`config.mk`:
```
export PLATFORM = sky130hd
export DESIGN_NAME = functional_memory_converter_status_regs
export DESIGN_NICKNAME = d
export VERILOG_FILES = /design/src/verilog/status_regs_pkg.sv /design/src/verilog/pin_sync.sv /design/src/verilog/functional_memory_converter_status_regs.sv
export SDC_FILE = /design/constraint.sdc
export NUM_CORES = 1
export LEC_CHECK = 0
export CORE_UTILIZATION = 36
export DETAILED_ROUTE_END_ITERATION = 10
export DONT_BUFFER_PORTS = 1
export RECOVER_POWER = 50
export SYNTH_ARGS = -nofsm -noshare
export SYNTH_HDL_FRONTEND = slang
export SYNTH_SLANG_ARGS = --single-unit
```
`constraint.sdc`:
```
create_clock -name core_clk -period 0.8 [get_ports core_clk]
set_input_delay 0.08 -clock core_clk [delete_from_list [all_inputs] [get_ports core_clk]]
set_output_delay 0.08 -clock core_clk [all_outputs]
set_load 0.02 [all_outputs]
```
`src/verilog/status_regs_pkg.sv`:
```
// package: offsets, field positions and reset values of the status group
package status_regs_pkg;
  localparam logic [5:0] ADDR_FUNCTIONAL = 6'h03; // functional_status
  localparam logic [5:0] ADDR_MEMORY = 6'h04; // one_time_memory_status
  localparam logic [5:0] ADDR_CONVERTER = 6'h05; // converter status
  localparam logic [15:0] RESET_VALUE = 16'h0000; // all three registers
  localparam logic [7:0] RSVD_HI8 = 8'h00; // reserved upper byte
  localparam logic [11:0] RSVD_HI12 = 12'h000; // reserved bits 15:4
  // sense gain codes
  localparam logic [2:0] GAIN_4 = 3'h0;
  localparam logic [2:0] GAIN_8 = 3'h1;
  localparam logic [2:0] GAIN_12 = 3'h2;
  localparam logic [2:0] GAIN_16 = 3'h3;
  localparam logic [2:0] GAIN_64 = 3'h7;
  localparam int SYNC_STAGES = 2; // flops on each pin input
endpackage

```
`src/verilog/pin_sync.sv`:
```
// two-flop synchroniser for asynchronous pin levels
`timescale 1ns/100ps
module pin_sync #(
  parameter int WIDTH = 1
) (
  input wire logic core_clk,
  input wire logic rstn,
  input wire logic [WIDTH-1:0] async_in,
  output logic [WIDTH-1:0] sync_out
);
  logic [WIDTH-1:0] meta_q; // first stage, read only by second stage

  // plain two-stage chain; resets low
  always_ff @(posedge core_clk or negedge rstn) begin
    if (!rstn) begin
      meta_q <= '0;
      sync_out <= '0;
    end else begin
      meta_q <= async_in;
      sync_out <= meta_q;
    end
  end
endmodule

```
`src/verilog/functional_memory_converter_status_regs.sv`:
```
// read-only status group: hall, supply, gain, memory and converter status
// Behaviour
// - hall input levels in bits 2:0
// - bit 3 set when all halls equal
// - bit 4 logic supply setpoint, 1=5V
// - bits 7:5 report active sense gain code
// - reserved bits always read zero
// - memory bit 0 set when custom values loaded
// - memory bit 1 set on passed programming
// - memory bit 2 set when programming refused
// - memory bit 3 set when programming failed
// - converter bit 0 on-demand result ready
// - converter bits 7:1 hold latest result
`timescale 1ns/100ps
module functional_memory_converter_status_regs (
  input wire logic core_clk,
  input wire logic rstn,
  // hall comparator pins, asynchronous
  input wire logic [2:0] hall_input_levels,
  // internal status sources, already on core_clk
  input wire logic logic_supply_setpoint_flag,
  input wire logic [2:0] sense_amp_gain_code,
  input wire logic memory_custom_loaded,
  input wire logic memory_program_passed,
  input wire logic memory_program_refused,
  input wire logic memory_program_failed,
  input wire logic on_demand_result_ready,
  input wire logic [6:0] on_demand_result_value,
  // register port from the serial interface
  input wire logic reg_rd,
  input wire logic reg_wr,
  input wire logic [5:0] reg_addr,
  input wire logic [15:0] reg_wdata,
  output logic [15:0] reg_rdata,
  output logic reg_rvalid
);

  logic [2:0] hall_sync; // synchronised hall levels
  logic [15:0] func_q; // functional status
  logic [15:0] func_d;
  logic [15:0] mem_q; // memory status
  logic [15:0] mem_d;
  logic [15:0] conv_q; // converter status
  logic [15:0] conv_d;
  logic [15:0] rdata_d;
  logic hall_equal; // all three equal
  logic hit_func;
  logic hit_mem;
  logic hit_conv;

  // pins cross into core_clk before anything looks at them
  pin_sync #(.WIDTH(3)) u_hall_sync (
    .core_clk(core_clk),
    .rstn(rstn),
    .async_in(hall_input_levels),
    .sync_out(hall_sync)
  );

  // equal polarity: all high or all low
  assign hall_equal = (&hall_sync) | ~(|hall_sync);

  // functional image, reserved byte forced to zero
  assign func_d = {status_regs_pkg::RSVD_HI8,
                   sense_amp_gain_code,
                   logic_supply_setpoint_flag,
                   hall_equal,
                   hall_sync};

  // memory image
  assign mem_d = {status_regs_pkg::RSVD_HI12,
                  memory_program_failed,
                  memory_program_refused,
                  memory_program_passed,
                  memory_custom_loaded};

  // converter image
  assign conv_d = {status_regs_pkg::RSVD_HI8,
                   on_demand_result_value,
                   on_demand_result_ready};

  // address decode
  assign hit_func = (reg_addr == status_regs_pkg::ADDR_FUNCTIONAL);
  assign hit_mem = (reg_addr == status_regs_pkg::ADDR_MEMORY);
  assign hit_conv = (reg_addr == status_regs_pkg::ADDR_CONVERTER);

  // read mux; unmapped addresses read zero
  always_comb begin
    if (hit_func) begin
      rdata_d = func_q;
    end else if (hit_mem) begin
      rdata_d = mem_q;
    end else if (hit_conv) begin
      rdata_d = conv_q;
    end else begin
      rdata_d = status_regs_pkg::RESET_VALUE;
    end
  end

  // status images follow their sources every cycle; reg_wr and
  // reg_wdata are deliberately not used here, so writes do nothing
  always_ff @(posedge core_clk or negedge rstn) begin
    if (!rstn) begin
      func_q <= status_regs_pkg::RESET_VALUE;
      mem_q <= status_regs_pkg::RESET_VALUE;
      conv_q <= status_regs_pkg::RESET_VALUE;
    end else begin
      func_q <= func_d;
      mem_q <= mem_d;
      conv_q <= conv_d;
    end
  end

  // read data registered, valid one cycle after the strobe; the word is
  // captured only on a strobe so it stays put for a slow serial shifter,
  // at no cost in read latency, which stays at the one cycle of the register
  always_ff @(posedge core_clk or negedge rstn) begin
    if (!rstn) begin
      reg_rdata <= status_regs_pkg::RESET_VALUE;
      reg_rvalid <= 1'b0;
    end else begin
      reg_rvalid <= reg_rd;
      if (reg_rd) begin
        reg_rdata <= rdata_d;
      end
    end
  end

  // helper: a write with data in the cycle, for the no-effect check
  logic wr_seen;
  assign wr_seen = reg_wr & (|reg_wdata);

  // helper: high from the second edge after reset onward; at the first
  // edge the images still hold their reset value, which need not match
  // the live sources, so checks that compare with $past wait for it
  logic primed_q;

  // priming flop; constants only in the reset branch
  always_ff @(posedge core_clk or negedge rstn) begin
    if (!rstn) begin
      primed_q <= 1'b0;
    end else begin
      primed_q <= 1'b1;
    end
  end

  // helper: address of the last read strobe, for the answer checks
  logic [5:0] last_addr_q;

  // capture the address with the strobe, like the read data register
  always_ff @(posedge core_clk or negedge rstn) begin
    if (!rstn) begin
      last_addr_q <= '0;
    end else if (reg_rd) begin
      last_addr_q <= reg_addr;
    end
  end

  // helper: true when the last read hit none of the three registers
  logic last_unmapped;
  assign last_unmapped =
    (last_addr_q != status_regs_pkg::ADDR_FUNCTIONAL) &&
    (last_addr_q != status_regs_pkg::ADDR_MEMORY) &&
    (last_addr_q != status_regs_pkg::ADDR_CONVERTER);
endmodule

```
==> results.ini <==
[run_status]
status=finished with violations
violations=negative hold slack, negative setup slack

[timing]
fin_skew_ps=8.72
setup_tns_ps=-2070
slew_viol_final=0
hold_viol=44
worst_pin_slew_ps=674
slew_headroom_pct=55.0
fmax_mhz=1020
setup_viol=17
setup_ws_ps=-176
final.period_utilization_pct=122
rsz0062_at_grt=true
finalCriticalPeriod_ps=976
holdWs_ps=-574

[placement]
place_inst=135
dp.final_hpwl_um=1360
place_congestion=0.678
place_area_um2=1290
io_buffers=0

[setup_path]
endpoint=reg_rdata[3]
crit_cells=3
crit_fanout=1
rr_startpoint=mem_q[3]
r2r_cells=3
worst_setup_path_start_kind=flop
cp.required_ps=1020
critPathArrivalTime_ps=1190
max_stage_delay_ps=370
cp_num_buf_inv=0
worstPathCellList=mux2_4 > a22oi_2 > o22ai_1
crit_path_start=mem_q[3]
critPathKind=flop to flop
crit_slowest_cell=dfrtp_1
end_kind=flop
timing.rr.end=reg_rdata[3]
crit_family=flip-flops
rrSetupSlack_ps=-180

[power]
internal_power_uw=2330
p_sw_share_pct=22.4
netSwitchingPower_uw=672
clkPwrFrac_pct=29.4
leakage_uw=0.000743
irDropWorstVdd_uv=1210
p_comb_share_pct=8.2
seqPwrFrac_pct=62.4
cellPowerDensity_nw_per_um2=1830

[yosys]
yosysUniqueCellTypes=16
synth-seq-cells=35
avgSynthCellArea_um2=14.5
syn-cell-area_um2=1200
yosysWarnings=0
synthCells=83
yosysSeqAreaShare_pct=72.8

[clocking]
cts_tree=yes
clock_latency_ps=330
cts_root_buf=clkbuf_4
hold_buffers=19
cts.sinks=35
htreeDepth=2
cts_buffers=5
clkTransAtPathRegs_ps=100
cts.path.max_buffers=2

[route]
met3WireLength_um=194
wl_met2_um=1080
routedWlPerCell_um=12.8
top_layer=met4
drtIter0Drc=3
met1Wirelength_um=821
drc=0
viasPerCell=4.42
wl_um=2140
vias=742
drt_first_pass_iters=4
final_antenna_net_count=0

[die]
core_area_um2=3100
start_util_pct=38.7
die-height_um=59.8
ios=62
row_count=20
die_area_um2=3570
die_w_um=59.8

[job]
cap_violations=0

[global_routing]
grt_pass1_wl_um=3470
grt.total_usage_pct=14.5
grt_pass1_vias=776
antenna_found_initial=0
grt_max_degree=36
grt-ovfl-total=0

[layout]
final_common_cell=dfrtp_1
layout.nets=168
final-seq-area_um2=876
layout_common_cells=dfrtp_1, dlygate4sd3_1, buf_4
syn2layout_area_growth_pct=36.7
fillers=289
final_area_um2=1640
multi_input_area_um2=282
final_util_pct=53.0
fin_cells=168
n_antenna_cell=0
final_layout_size_suffix_gt1_share_pct=28.2

[hold_path]
min_path_type=input pin to async pin

## per-stage QoR
step | setup slack (ps) | power (uW) | hold slack [ps]
finish | -176 | 3000 | -574
global route | -223 | 3160 | -606
CTS | -186 | 3040 | -593
detailed placement | -316 | 2050 | -215
global placement | -261 | 2040 | -215
floorplan | -289 | 2050 | -216
## synth_stat cells (all sizes together)
cell / n / area, um^2
inv: 9 / 33.8
mux2: 4 / 45.0
or4b: 1 / 13.8
nand2: 1 / 3.75
buf: 10 / 75.1
dfrtp: 35 / 876
a22oi: 8 / 60.1
and3b: 1 / 8.76
or3: 1 / 6.26
o22ai: 8 / 50.1
nor2b: 2 / 12.5
nand3: 1 / 5.00
or2: 1 / 8.76
conb: 1 / 3.75
## cell type report
class / count / area share (%)
Clock buffer: 7 / 2.74
Clock inverter: 1 / 0.304
Inverter: 9 / 2.05
Multi-Input combinational cell: 36 / 17.1
Sequential cell: 35 / 53.3
Tap cell: 44 / 3.35
Timing Repair Buffer: 36 / 21.2
## worst min-delay path by stage
stage	to
final	reg_rdata[6]
after global routing	reg_rdata[6]
after CTS	u_hall_sync.meta_q[0]
after detailed placement	conv_q[4]
after global placement	func_q[4]
after floorplan	conv_q[0]
## repair_timing
| action | 4_1_cts | 5_1_grt |
|---|---|---|
| gates resized for setup | 13 | 4 |
| endpoints found under the hold margin | 63 | 44 |
| buffers inserted | 5 | 2 |
| pin swaps | 4 | 3 |
| endpoints found under the setup margin | 17 | 18 |
| cloned | 0 | 0 |
## sequential cells by signal, indices dropped and copies added (netlist names)
signal,flops
mem_q,4
u_hall_sync.sync_out,3
reg_rdata,8
reg_rvalid,1
u_hall_sync.meta_q,3
func_q,8
conv_q,8
## power by group through the flow
stage	registers (uW)	logic, uW	clock network [uW]
final	1870	247	881
after global routing	1880	268	1010
after CTS	1870	237	925
after detailed placement	1910	139	0
after global placement	1900	138	0
after floorplan	1910	139	0
## cells by family after synthesis
kind of cell,count (synthesis),synth area share (%)
AOI/OAI and AO/OA,16,9.16
buffers and inverters,19,9.05
DFF,35,72.8
muxes,4,3.75
other,1,0.312
and+or+nand+nor,8,4.89
## routing by layer
layer / track usage, % / up-vias
met4: 7.64 / 0
met1: 15.8 / 355
met3: 8.01 / 7
li1: - / 343
met5: 0 / -
met2: 22.5 / 37
No activity file was read; power rests on OpenSTA's default activity.
